### config.mk
export PLATFORM = sky130hd
export DESIGN_NAME = smc_top
export DESIGN_NICKNAME = d
export VERILOG_FILES = /design/src/shared/smc_pkg.sv /design/src/hw/smc_top.sv
export SDC_FILE = /design/constraint.sdc
export NUM_CORES = 1
export LEC_CHECK = 0
export ABC_AREA = 0
export BUFFER_PORTS_ARGS = -buffer_cell sky130_fd_sc_hd__buf_4
export CAP_MARGIN = 10
export CORE_ASPECT_RATIO = 2
export CORE_MARGIN = 2
export CORE_UTILIZATION = 51
export CTS_CLUSTER_SIZE = 20
export DETAILED_ROUTE_END_ITERATION = 10
export GPL_ROUTABILITY_DRIVEN = 1
export PLACE_DENSITY_LB_ADDON = 0.25
export RECOVER_POWER = 50
export SLEW_MARGIN = 20
export SYNTH_ARGS = -nofsm -noshare
export SYNTH_HDL_FRONTEND = slang
export SYNTH_SLANG_ARGS = --single-unit
### constraint.sdc
create_clock -name clk -period 2.9 [get_ports clk]
set_input_delay 0.87 -clock clk [delete_from_list [all_inputs] [get_ports clk]]
set_output_delay 0.87 -clock clk [all_outputs]
set_load 0.05 [all_outputs]
### src/shared/smc_pkg.sv
/*
 * constants, register map and state codes of the standby mode controller.
 * assumes a 100 MHz main oscillator clock and a word-aligned avalon-mm bus.
 */
// Summary of operation
// - mask writes ignored alongside trigger set
// - mode select bits used only with trigger
// - settle count starts after oscillator runs
// - settle select resets to sixteen-bit wait
// - halt entered, pending request releases it
// - pending unmasked request releases light idle
// - masked source does not release light idle
// - pending unmasked request releases deep idle
// - masked source does not release deep idle
package smc_pkg;
    // register byte addresses
    localparam logic [3:0] addr_power_save_control = 4'h0;
    localparam logic [3:0] addr_power_save_mode_select = 4'h4;
    localparam logic [3:0] addr_osc_settle_time_select = 4'h8;
    localparam logic [3:0] addr_status = 4'hc;
    // power_save_control fields
    localparam int bit_standby_trigger = 0;
    localparam int bit_maskable_irq_wake_mask = 1;
    localparam int bit_first_nmi_wake_mask = 2;
    localparam int bit_second_nmi_wake_mask = 3;
    // power_save_mode_select field codes
    localparam logic [1:0] mode_light_idle = 2'h0;
    localparam logic [1:0] mode_deep_idle = 2'h1;
    // reset values
    localparam logic [2:0] osc_settle_reset = 3'h6;
    localparam logic [1:0] mode_select_reset = 2'h0;
    localparam logic [2:0] wake_mask_reset = 3'h0;
    // settle count: 2^(settle_log2_at_6 - 6 + select) clocks
    localparam int settle_log2_at_6 = 16;
    localparam int settle_sel_offset = 6;
    localparam int settle_cnt_w = 17;
    typedef enum logic [6:0] {
        smc_run = 7'h01,
        smc_halt = 7'h02,
        smc_light_idle = 7'h04,
        smc_deep_idle = 7'h08,
        smc_stop = 7'h10,
        smc_osc_wait = 7'h20,
        smc_settle = 7'h40
    } smc_state_type;
endpackage

### src/hw/smc_top.sv
/*
 * standby mode controller: halt, light idle, deep idle and stop modes with
 * wake masks and oscillator settle timing, registers over avalon-mm.
 * assumes request inputs synchronous to clk and the cpu reports halt.
 */
// Our own choices: the Avalon-MM interface to the registers and the address map.
`timescale 1ns/1ps
module smc_top #(
    parameter int settle_log2 = smc_pkg::settle_log2_at_6
) (
    // clock and reset
    input wire logic clk,
    input wire logic rst,
    input wire logic ce,
    // avalon-mm slave
    input wire logic [3:0] avs_address,
    input wire logic avs_read,
    input wire logic avs_write,
    input wire logic [31:0] avs_writedata,
    input wire logic [3:0] avs_byteenable,
    output logic [31:0] avs_readdata,
    output logic avs_waitrequest,
    // cpu and interrupt side
    input wire logic halt_exec,
    input wire logic irq_pending,
    input wire logic first_nmi_pending,
    input wire logic second_nmi_pending,
    input wire logic osc_started,
    // clock control
    output logic cpu_clk_stop,
    output logic periph_clk_stop,
    output logic osc_stop
);
    smc_pkg::smc_state_type state_q, state_d;
    logic trig_q, trig_d;
    logic [2:0] mask_q, mask_d;
    logic [1:0] msel_q, msel_d;
    logic [2:0] osc_settle_time_select_q, osc_settle_time_select_d;
    logic [smc_pkg::settle_cnt_w-1:0] cnt_q, cnt_d;
    logic wait_q, wait_d;
    logic [31:0] rdata_q, rdata_d;
    logic cpu_q, cpu_d, per_q, per_d, osc_q, osc_d;
    logic acc, wr, wake_masked, wake_any;
    logic [smc_pkg::settle_cnt_w-1:0] settle_len, settle_last;

    assign acc = (avs_read | avs_write) & ~wait_q;
    assign wr = acc & avs_write & avs_byteenable[0];
    assign wake_any = irq_pending | first_nmi_pending | second_nmi_pending;
    assign wake_masked = (irq_pending & ~mask_q[0]) | (first_nmi_pending & ~mask_q[1]) |
        (second_nmi_pending & ~mask_q[2]);
    assign settle_len = smc_pkg::settle_cnt_w'((settle_log2 - smc_pkg::settle_sel_offset) + 32'(osc_settle_time_select_q));
    assign settle_last = (smc_pkg::settle_cnt_w'(1) << settle_len) - 1'b1;

    always_comb begin
        state_d = state_q;
        trig_d = trig_q;
        mask_d = mask_q;
        msel_d = msel_q;
        osc_settle_time_select_d = osc_settle_time_select_q;
        cnt_d = cnt_q;
        wait_d = 1'b1;
        rdata_d = rdata_q;
        if ((avs_read | avs_write) & wait_q) begin
            wait_d = 1'b0;
            rdata_d = 32'h0;
            if (avs_address == smc_pkg::addr_power_save_control) begin
                rdata_d = {28'h0, mask_q[2], mask_q[1], mask_q[0], trig_q};
            end else if (avs_address == smc_pkg::addr_power_save_mode_select) begin
                rdata_d = {30'h0, msel_q};
            end else if (avs_address == smc_pkg::addr_osc_settle_time_select) begin
                rdata_d = {29'h0, osc_settle_time_select_q};
            end else if (avs_address == smc_pkg::addr_status) begin
                rdata_d = {25'h0, state_q};
            end
        end
        if (wr) begin
            if (avs_address == smc_pkg::addr_power_save_control) begin
                if (avs_writedata[smc_pkg::bit_standby_trigger] && state_q == smc_pkg::smc_run) begin
                    trig_d = 1'b1; // mask bits ignored in this write
                end else if (!avs_writedata[smc_pkg::bit_standby_trigger]) begin
                    mask_d = {avs_writedata[smc_pkg::bit_second_nmi_wake_mask],
                        avs_writedata[smc_pkg::bit_first_nmi_wake_mask],
                        avs_writedata[smc_pkg::bit_maskable_irq_wake_mask]};
                end
            end else if (avs_address == smc_pkg::addr_power_save_mode_select) begin
                msel_d = avs_writedata[1:0];
            end else if (avs_address == smc_pkg::addr_osc_settle_time_select) begin
                osc_settle_time_select_d = avs_writedata[2:0];
            end
        end
        case (state_q)
            smc_pkg::smc_run: begin
                if (trig_q) begin
                    // mode bits looked at only here
                    if (msel_q == smc_pkg::mode_light_idle) begin
                        state_d = smc_pkg::smc_light_idle;
                    end else if (msel_q == smc_pkg::mode_deep_idle) begin
                        state_d = smc_pkg::smc_deep_idle;
                    end else begin
                        state_d = smc_pkg::smc_stop;
                    end
                end else if (halt_exec) begin
                    state_d = smc_pkg::smc_halt; // entered even if pending
                end
            end
            smc_pkg::smc_halt: begin
                if (wake_any) begin
                    state_d = smc_pkg::smc_run; // masks do not apply
                end
            end
            smc_pkg::smc_light_idle, smc_pkg::smc_deep_idle: begin
                if (wake_masked) begin
                    state_d = smc_pkg::smc_run;
                    trig_d = 1'b0;
                end
            end
            smc_pkg::smc_stop: begin
                if (wake_masked) begin
                    state_d = smc_pkg::smc_osc_wait;
                    trig_d = 1'b0;
                end
            end
            smc_pkg::smc_osc_wait: begin
                cnt_d = '0;
                if (osc_started) begin
                    state_d = smc_pkg::smc_settle; // count starts after startup
                end
            end
            smc_pkg::smc_settle: begin
                cnt_d = cnt_q + 1'b1;
                if (cnt_q == settle_last) begin
                    state_d = smc_pkg::smc_run;
                end
            end
            default: begin
                state_d = smc_pkg::smc_osc_wait;
            end
        endcase
        cpu_d = state_d != smc_pkg::smc_run;
        per_d = state_d == smc_pkg::smc_light_idle || state_d == smc_pkg::smc_deep_idle ||
            state_d == smc_pkg::smc_stop || state_d == smc_pkg::smc_osc_wait ||
            state_d == smc_pkg::smc_settle;
        osc_d = state_d == smc_pkg::smc_stop;
    end

    always_ff @(posedge clk) begin
        if (rst) begin
            state_q <= smc_pkg::smc_osc_wait; // settle wait after reset
            trig_q <= 1'b0;
            mask_q <= smc_pkg::wake_mask_reset;
            msel_q <= smc_pkg::mode_select_reset;
            osc_settle_time_select_q <= smc_pkg::osc_settle_reset;
            cnt_q <= '0;
            wait_q <= 1'b1;
            rdata_q <= 32'h0;
            cpu_q <= 1'b1;
            per_q <= 1'b1;
            osc_q <= 1'b0;
        end else if (ce) begin
            state_q <= state_d;
            trig_q <= trig_d;
            mask_q <= mask_d;
            msel_q <= msel_d;
            osc_settle_time_select_q <= osc_settle_time_select_d;
            cnt_q <= cnt_d;
            wait_q <= wait_d;
            rdata_q <= rdata_d;
            cpu_q <= cpu_d;
            per_q <= per_d;
            osc_q <= osc_d;
        end
    end

    assign avs_readdata = rdata_q;
    assign avs_waitrequest = wait_q;
    assign cpu_clk_stop = cpu_q;
    assign periph_clk_stop = per_q;
    assign osc_stop = osc_q;
endmodule

==> impl_metrics.ini, run 1 <==
[sta]
fmaxAchievable_mhz = 378
slew_violations = 0
rsz0062_at_grt = false
tightest_slew_ps = 733
final-hold-violation-count = 0
fin_crit_sh_pct = 91.2
clock_skew_ps = 4.89
finalSetupTns_ps = 0
period_needed_ps = 2640
setup_viol_count_final = 0
slew_headroom_pct = 50.9

[clock_network]
ctsHoldBuffers = 0
cts_max_level = 2
cts.repair.resized = 0
clock_latency_ps = 300
cts_tree = done
cts.path.max_buffers = 2
clkTransAtPathRegs_ps = 90
cts_root_buf = clkbuf_8
cts_sinks = 44
post_cts_buffers = 0
cts_inserted_buffers = 5

[power_and_ir_drop]
total_power_w = 0.00124
p_leak_nw = 1.08
powerDensity_nw_per_um2 = 431
peakVddDrop_v = 0.000438

[global_routing]
grt_pass1_wl_mm = 9.66
first_global_vias = 2114
grt_start_max_net_pins = 27
gr-total-overflow = 0
antenna_found_initial = 0
grt.total_usage_pct = 22.5

[floorplan]
row_count = 37
die_h_um = 106
die_area_um2 = 5820
core_area_um2 = 5090
start_util_pct = 52.0
top_level_ports = 86
die-width_um = 54.9

[detailed_routing]
drc_errors = 0
wl_mm = 5.96
ant_nets = 0
routedWlPerCell_um = 14.8
vias_per_cell = 5.70
drtIter0Drc = 53
vias = 2299
dr.pass1.iters = 7

[finish]
nNetsFinal = 401
area_growth_syn_to_layout_pct = 8.84
diodes = 0
layout_common_cells = nor2_1 (48), dfxtp_1 (44), conb_1 (25)
final_common_cell = nor2_1
drive_gt1_share_pct = 11.3
fillers = 484

[run]
cap_viol_max_count = 0

[yosys]
yosysSeqAreaShare_pct = 33.3
synth_edf_count = 0
synth_area_um2 = 2650
async_flop_share_pct = 0
avgSynthCellArea_um2 = 8.45
synthFlopType = dfxtp_1
yosys_warnings = 0
yosys.cell_types.count = 56
ys_seq_elements = 44
netlist_instances = 313

[setup_path]
crit_path_max_fanout = 8
critPathTopFamily = compound AO/OA/AOI/OAI gates
critical_path_class = flip-flop to flip-flop
crit_required_ps = 3120
path_buf_inv = 1
critPathSlowestCell = a2111oi_2
crit_path_end_kind = flip-flop
path_cells = inv_1 -> ha_1 -> or4_1 -> a21oi_1 -> o21ai_0 -> a2111oi_2 -> o21ai_0 -> a211oi_1
cp.arrival_ps = 2860
worst_path_most_repeated_cell = o21ai_0
slowest_delay_ps = 560
worstSetupStartpointType = flip-flop

[placement]
io_buffer_count = 29
hpwl_mm = 4.66
gp_congestion = 0.910

[status]
outcome = completed

[hold_path]
hold_path.class = flip-flop to flip-flop
[synthesized netlist by cell type (all sizes together), types with 2 or more instances]
cell type / instances / area share [%]
o211ai: 3 / 0.85
mux4: 2 / 1.7
dfxtp: 44 / 33
nor2: 48 / 6.8
or4: 3 / 1.1
nor4b: 3 / 0.99
nor3b: 4 / 1.6
a32oi: 3 / 0.99
nand4: 4 / 0.95
clkbuf: 9 / 1.3
o21ai: 11 / 2.1
nor4: 4 / 0.95
mux2i: 6 / 2.3
a211oi: 2 / 0.57
and2b: 2 / 0.57
a21oi: 11 / 2.2
nand2b: 3 / 0.71
buf: 28 / 7.9
or3: 3 / 0.71
ha: 7 / 3.3
and4b: 3 / 1.1
xor2: 14 / 4.6
nor3: 12 / 2.5
nand3: 7 / 1.3
nand2: 17 / 2.4
o221ai: 2 / 0.66
xnor2: 12 / 4.0
a22oi: 7 / 2.0
nand4b: 2 / 0.66
o21a: 6 / 1.7
nor4bb: 2 / 0.76
inv: 9 / 1.3
and3: 2 / 0.47
and4: 3 / 0.99
[power by group]
group / switching [W] / internal (W)
logic: 0.000152 / 0.0000500
clock network: 0.000220 / 0.000193
registers: 0.0000149 / 0.000612
total: 0.000387 / 0.000855
[metrics by stage]
stage / util (%) / cell area, µm² / instances / setup slack, ps / hold slack [ps]
final: 56.6 / 2880 / 403 / 256 / 466
after global routing: 56.6 / 2880 / 403 / 35.0 / 493
after CTS: 57.8 / 2940 / 403 / 237 / 473
after detailed placement: 55.8 / 2840 / 395 / 284 / 452
after global placement: 55.8 / 2840 / 395 / 301 / 438
after floorplan: - / 2740 / 337 / 486 / 474
[registers in the layout (all words and copies together) (netlist names)]
| signal | cells |
|---|---|
| cnt_q | 17 |
| avs_readdata | 7 |
| state_q | 7 |
| mask_q | 3 |
| osc_settle_time_select_q | 3 |
| msel_q | 2 |
| avs_waitrequest | 1 |
| cpu_clk_stop | 1 |
| osc_stop | 1 |
| periph_clk_stop | 1 |
| trig_q | 1 |
[logic make-up (layout without fill, tap and decap cells)]
logic type / count (synthesis) / in the layout / share of synthesized area [%]
compound gates: 56 / 56 / 14.9
flops: 44 / 44 / 33.3
mux: 8 / 8 / 3.97
other cells: 1 / 25 / 0.142
buf+inv: 46 / 54 / 10.4
xor+xnor: 26 / 26 / 8.61
fa+ha+maj: 7 / 7 / 3.31
simple gates: 125 / 125 / 25.3
[per-layer routing]
metal  wire length (µm)  global-route usage [%]
met1               2160                    22.8
met2               3420                    41.7
met3                195                    3.54
met4                190                    9.76
met5                  0                       0
[layout make-up]
cell class	instances	area, µm²	share of cell area [%]
Clock inverter	2	15.0	0.521
Timing Repair Buffer	37	221	7.69
Tap cell	58	72.6	2.52
Multi-Input combinational cell	247	1570	54.6
Clock buffer	6	82.6	2.87
Sequential cell	44	881	30.6
Inverter	9	33.8	1.17
[final timing paths]
| check | start | end | slack, ps | depth (start not counted) |
|---|---|---|---|---|
| setup / recovery | osc_settle_time_select_q[2]$_SDFFE_PP1P_ | state_q[0]$_SDFFE_PP0P_ | 260 | 8 |
| hold / removal | osc_stop$_SDFFE_PP0P_ | osc_stop$_SDFFE_PP0P_ | 470 | 1 |
| setup reg to reg | osc_settle_time_select_q[2]$_SDFFE_PP1P_ | state_q[0]$_SDFFE_PP0P_ | 260 | 8 |
| hold reg to reg | osc_stop$_SDFFE_PP0P_ | osc_stop$_SDFFE_PP0P_ | 470 | 1 |
No activity file was read; power rests on OpenSTA's default activity.
==> run 2: changes to the inputs <==
CORE_UTILIZATION = 53   (was 51)
CTS_BUF_LIST = sky130_fd_sc_hd__clkbuf_8   (was not set)
==> impl_metrics.ini, run 2 (same netlist as run 1, synthesis figures left out) <==
[setup_path]
timing.rr.start = osc_settle_time_select_q[2]$_SDFFE_PP1P_
path_cells = clkbuf_1 -> clkbuf_1 -> nand4_1 -> clkbuf_1 -> o21ai_0 -> clkbuf_1 -> nor2_1
crit_path_end_kind = flip-flop
cp.arrival_ps = 2840
path_buf_inv = 4
critPathSlowestCell = clkbuf_1
slowest_delay_ps = 540
critical_path_class = input pin to flip-flop
crit_path_start = ce
worstSetupStartpointType = input pin
worst_path_most_repeated_cell = clkbuf_1
crit_path_max_fanout = 15
crit_required_ps = 3070
critPathTopFamily = buffers and inverters

[finish]
postLayoutCellArea_um2 = 2910
nNetsFinal = 403
diodes = 0
layout_common_cells = nor2_1 (48), dfxtp_1 (44), conb_1 (25)
area_growth_syn_to_layout_pct = 9.79
layout.cells.non_filler = 404
drive_gt1_share_pct = 11.5
utilization_pct = 60.3
largest_reg_flops = 17
top_register = cnt_q
final_common_cell = nor2_1

[floorplan]
start_util_pct = 54.9
die-width_um = 54.0
die_h_um = 104
core_area_um2 = 4820
die_area_um2 = 5610
row_count = 36
top_level_ports = 86

[sta]
rsz0062_at_grt = false
final-hold-violation-count = 0
finalSetupTns_ps = 0
tightest_slew_ps = 680
setup_viol_count_final = 0
fmaxAchievable_mhz = 374
period_needed_ps = 2670
slew_violations = 0
clock_skew_ps = 2.25
slew_headroom_pct = 54.7
fin_crit_sh_pct = 92.1

[status]
outcome = completed

[clock_network]
cts_inserted_buffers = 5
cts_root_buf = clkbuf_8
post_cts_buffers = 0
cts_max_level = 2
ctsHoldBuffers = 0
cts.repair.resized = 0
cts.path.max_buffers = 2
clock_latency_ps = 300
cts_sinks = 44
cts_tree = done
clkTransAtPathRegs_ps = 80

[global_routing]
grt_pass1_wl_mm = 10.3
grt.total_usage_pct = 24.7
first_global_vias = 2272
gr-total-overflow = 0
grt_start_max_net_pins = 27
antenna_found_initial = 0

[hold_path]
hold_path_startpoint = osc_stop$_SDFFE_PP0P_
hold_path.class = flip-flop to flip-flop

[detailed_routing]
vias = 2280
vias_per_cell = 5.64
drc_errors = 0
dr.pass1.iters = 4
drtIter0Drc = 51
ant_nets = 0
routedWlPerCell_um = 15.4
wl_mm = 6.22

[placement]
gp_congestion = 0.909
placed_area_um2 = 2860
dp.cells = 396
hpwl_mm = 4.85
io_buffer_count = 29

[power_and_ir_drop]
peakVddDrop_v = 0.000376
powerDensity_nw_per_um2 = 448
p_leak_nw = 1.10

[run]
cap_viol_max_count = 0
-- run 2: cell count changes in the layout (fill, tap and decap cells not counted), sizes merged --
cell / before / now
clkinvlp: 2 / 0
bufinv: 0 / 1
buf: 22 / 23
inv: 9 / 10
clkinv: 0 / 1
-- run 2: final timing paths --
kind                              to  slack (ps)  depth (start not counted)
max           cnt_q[12]$_SDFFE_PP0P_         230                          7
min            osc_stop$_SDFFE_PP0P_         460                          1
max reg2reg  state_q[0]$_SDFFE_PP0P_         260                          8
min reg2reg    osc_stop$_SDFFE_PP0P_         460                          1
-- run 2: area by class of cell --
cell class | count | area, µm²
clock buffer | 5 | 68.8
inverter | 9 | 33.8
tap | 57 | 71.3
timing repair buffer | 39 | 233
fill | 467 | 1910
multi-input combinational | 247 | 1580
sequential | 44 | 881
clock inverter | 3 | 38.8
-- run 2: where the power goes --
group	internal [W]	leakage [nW]	switching (W)	total, W
Sequential	0.000612	0.356	0.0000147	0.000627
Combinational	0.0000513	0.685	0.000155	0.000207
Clock	0.000252	0.0593	0.000215	0.000468
-- run 2: worst reg2reg max path: stages (launching register included) --
cell and delay (ps):
dfxtp_1 400, inv_1 150, ha_1 450, nor4bb_1 390, xnor2_1 170, nand3_1 120, a2111oi_2 520, o21ai_0 140
a211oi_1 230
-- run 2: per-stage QoR --
stage	power, W	hold WS, ps	setup WS (ps)
6_report	0.00130	458	229
5_1_grt	0.00136	490	4.94
4_1_cts	0.00132	470	218
3_5_place_dp	0.000856	450	275
3_3_place_gp	0.000853	435	348
2_1_floorplan	0.000825	474	486
-- run 2: layer usage --
layer,vias to the layer above,GRT usage [%],share of wire (%)
li1,1135,-,-
met1,1078,24.8,36
met2,50,45.2,58
met3,17,3.02,2.9
met4,0,13.2,3.2
met5,-,0,0
==> run 3: changes to the inputs <==
CORE_ASPECT_RATIO = 0.5   (was 2)
==> impl_metrics.ini, run 3 (same netlist as run 1, synthesis figures left out) <==
[finish]
fillers = 435
top_register = cnt_q
largest_reg_flops = 17
layout_common_cells = nor2_1 (48), dfxtp_1 (44), conb_1 (25)
diodes = 0
nNetsFinal = 399
drive_gt1_share_pct = 10.8
area_growth_syn_to_layout_pct = 9.46
final_common_cell = nor2_1

[status]
outcome = completed

[clock_network]
cts_max_level = 2
cts_root_buf = clkbuf_8
post_cts_buffers = 0
cts.repair.resized = 0
clkTransAtPathRegs_ps = 80
cts_sinks = 44
cts_tree = done
clock_latency_ps = 300
ctsHoldBuffers = 0
cts.path.max_buffers = 2
cts_inserted_buffers = 5

[placement]
gp_congestion = 0.862
hpwl_mm = 4.07
pre_cts_ws_ps = 220
io_buffer_count = 29

[detailed_routing]
vias = 2243
wl_mm = 5.53
dr.pass1.iters = 4
drc_errors = 0
vias_per_cell = 5.43
ant_nets = 0
routedWlPerCell_um = 13.4
drtIter0Drc = 86

[power_and_ir_drop]
powerDensity_nw_per_um2 = 449
total_power_w = 0.00130
peakVddDrop_v = 0.000264
p_leak_nw = 1.09

[floorplan]
top_level_ports = 86
row_count = 18
start_util_pct = 54.4
core_area_um2 = 4860
die-width_um = 104
die_h_um = 54.0
die_area_um2 = 5610

[sta]
fin_crit_sh_pct = 90.9
clock_skew_ps = 3.54
setup_viol_count_final = 0
fmaxAchievable_mhz = 379
rsz0062_at_grt = false
tightest_slew_ps = 727
finalSetupTns_ps = 0
slew_violations = 0
slew_headroom_pct = 51.1
period_needed_ps = 2640
setup_slack_ps = 263
final-hold-violation-count = 0

[global_routing]
grt_start_max_net_pins = 27
antenna_found_initial = 0
grt.total_usage_pct = 20.9
gr-total-overflow = 0
grt_pass1_wl_mm = 9.29
first_global_vias = 1980

[setup_path]
worstSetupStartpointType = flip-flop
crit_required_ps = 3120
crit_path_end_kind = flip-flop
critical_path_class = flip-flop to flip-flop
crit_path_max_fanout = 8
cp.arrival_ps = 2860
rrSetupSlack_ps = 260

[hold_path]
hold_path.class = flip-flop to flip-flop

[run]
cap_viol_max_count = 0
run 3: changes by cell type in the layout (fill, tap and decap cells not counted), sizes merged:
cell / change
buf: -3
clkbuf: -1
run 3: worst paths after layout:
| path | startpoint | cells past startpoint | endpoint |
|---|---|---|---|
| min | osc_stop$_SDFFE_PP0P_ | 1 | osc_stop$_SDFFE_PP0P_ |
| max | osc_settle_time_select_q[2]$_SDFFE_PP1P_ | 8 | state_q[0]$_SDFFE_PP0P_ |
| max reg2reg | osc_settle_time_select_q[2]$_SDFFE_PP1P_ | 8 | state_q[0]$_SDFFE_PP0P_ |
| min reg2reg | osc_stop$_SDFFE_PP0P_ | 1 | osc_stop$_SDFFE_PP0P_ |
run 3: area by class of cell:
class / instances / area [µm²] / share of cell area [%]
sequential: 44 / 881 / 30.4
inverter: 9 / 33.8 / 1.17
clock inverter: 3 / 38.8 / 1.34
clock buffer: 5 / 68.8 / 2.38
timing repair buffer: 35 / 206 / 7.13
tap: 70 / 87.6 / 3.02
multi-input combinational: 247 / 1580 / 54.6
run 3: routing by layer:
layer / global-route usage (%) / vias up / share of wire (%)
met5: 0 / - / 0
met4: 5.63 / 0 / 1.4
met3: 4.36 / 8 / 6.4
met2: 36.4 / 76 / 45
met1: 27.1 / 1035 / 47
li1: - / 1124 / -
run 3: critical path: stages (launching register included):
cell and delay, ps:
dfxtp_1 410, inv_1 160, ha_1 400, or4_1 420, a21oi_1 170, o21ai_0 130
a2111oi_2 470, o21ai_0 160, a211oi_1 240
run 3: through the flow:
stage	util [%]	cell area, µm²	hold WS [ps]	std cells
after CTS	60.7	2950	465	413
after floorplan	-	2740	474	337
after global placement	58.5	2840	437	405
final	59.5	2900	458	413
after detailed placement	58.5	2840	444	405
after global routing	59.5	2900	506	413
run 3: power breakdown:
group | total [W] | internal (W) | switching [W]
Combinational | 0.000203 | 0.0000502 | 0.000153
Clock | 0.000471 | 0.000253 | 0.000219
Sequential | 0.000626 | 0.000612 | 0.0000140
Total | 0.00130 | 0.000915 | 0.000385
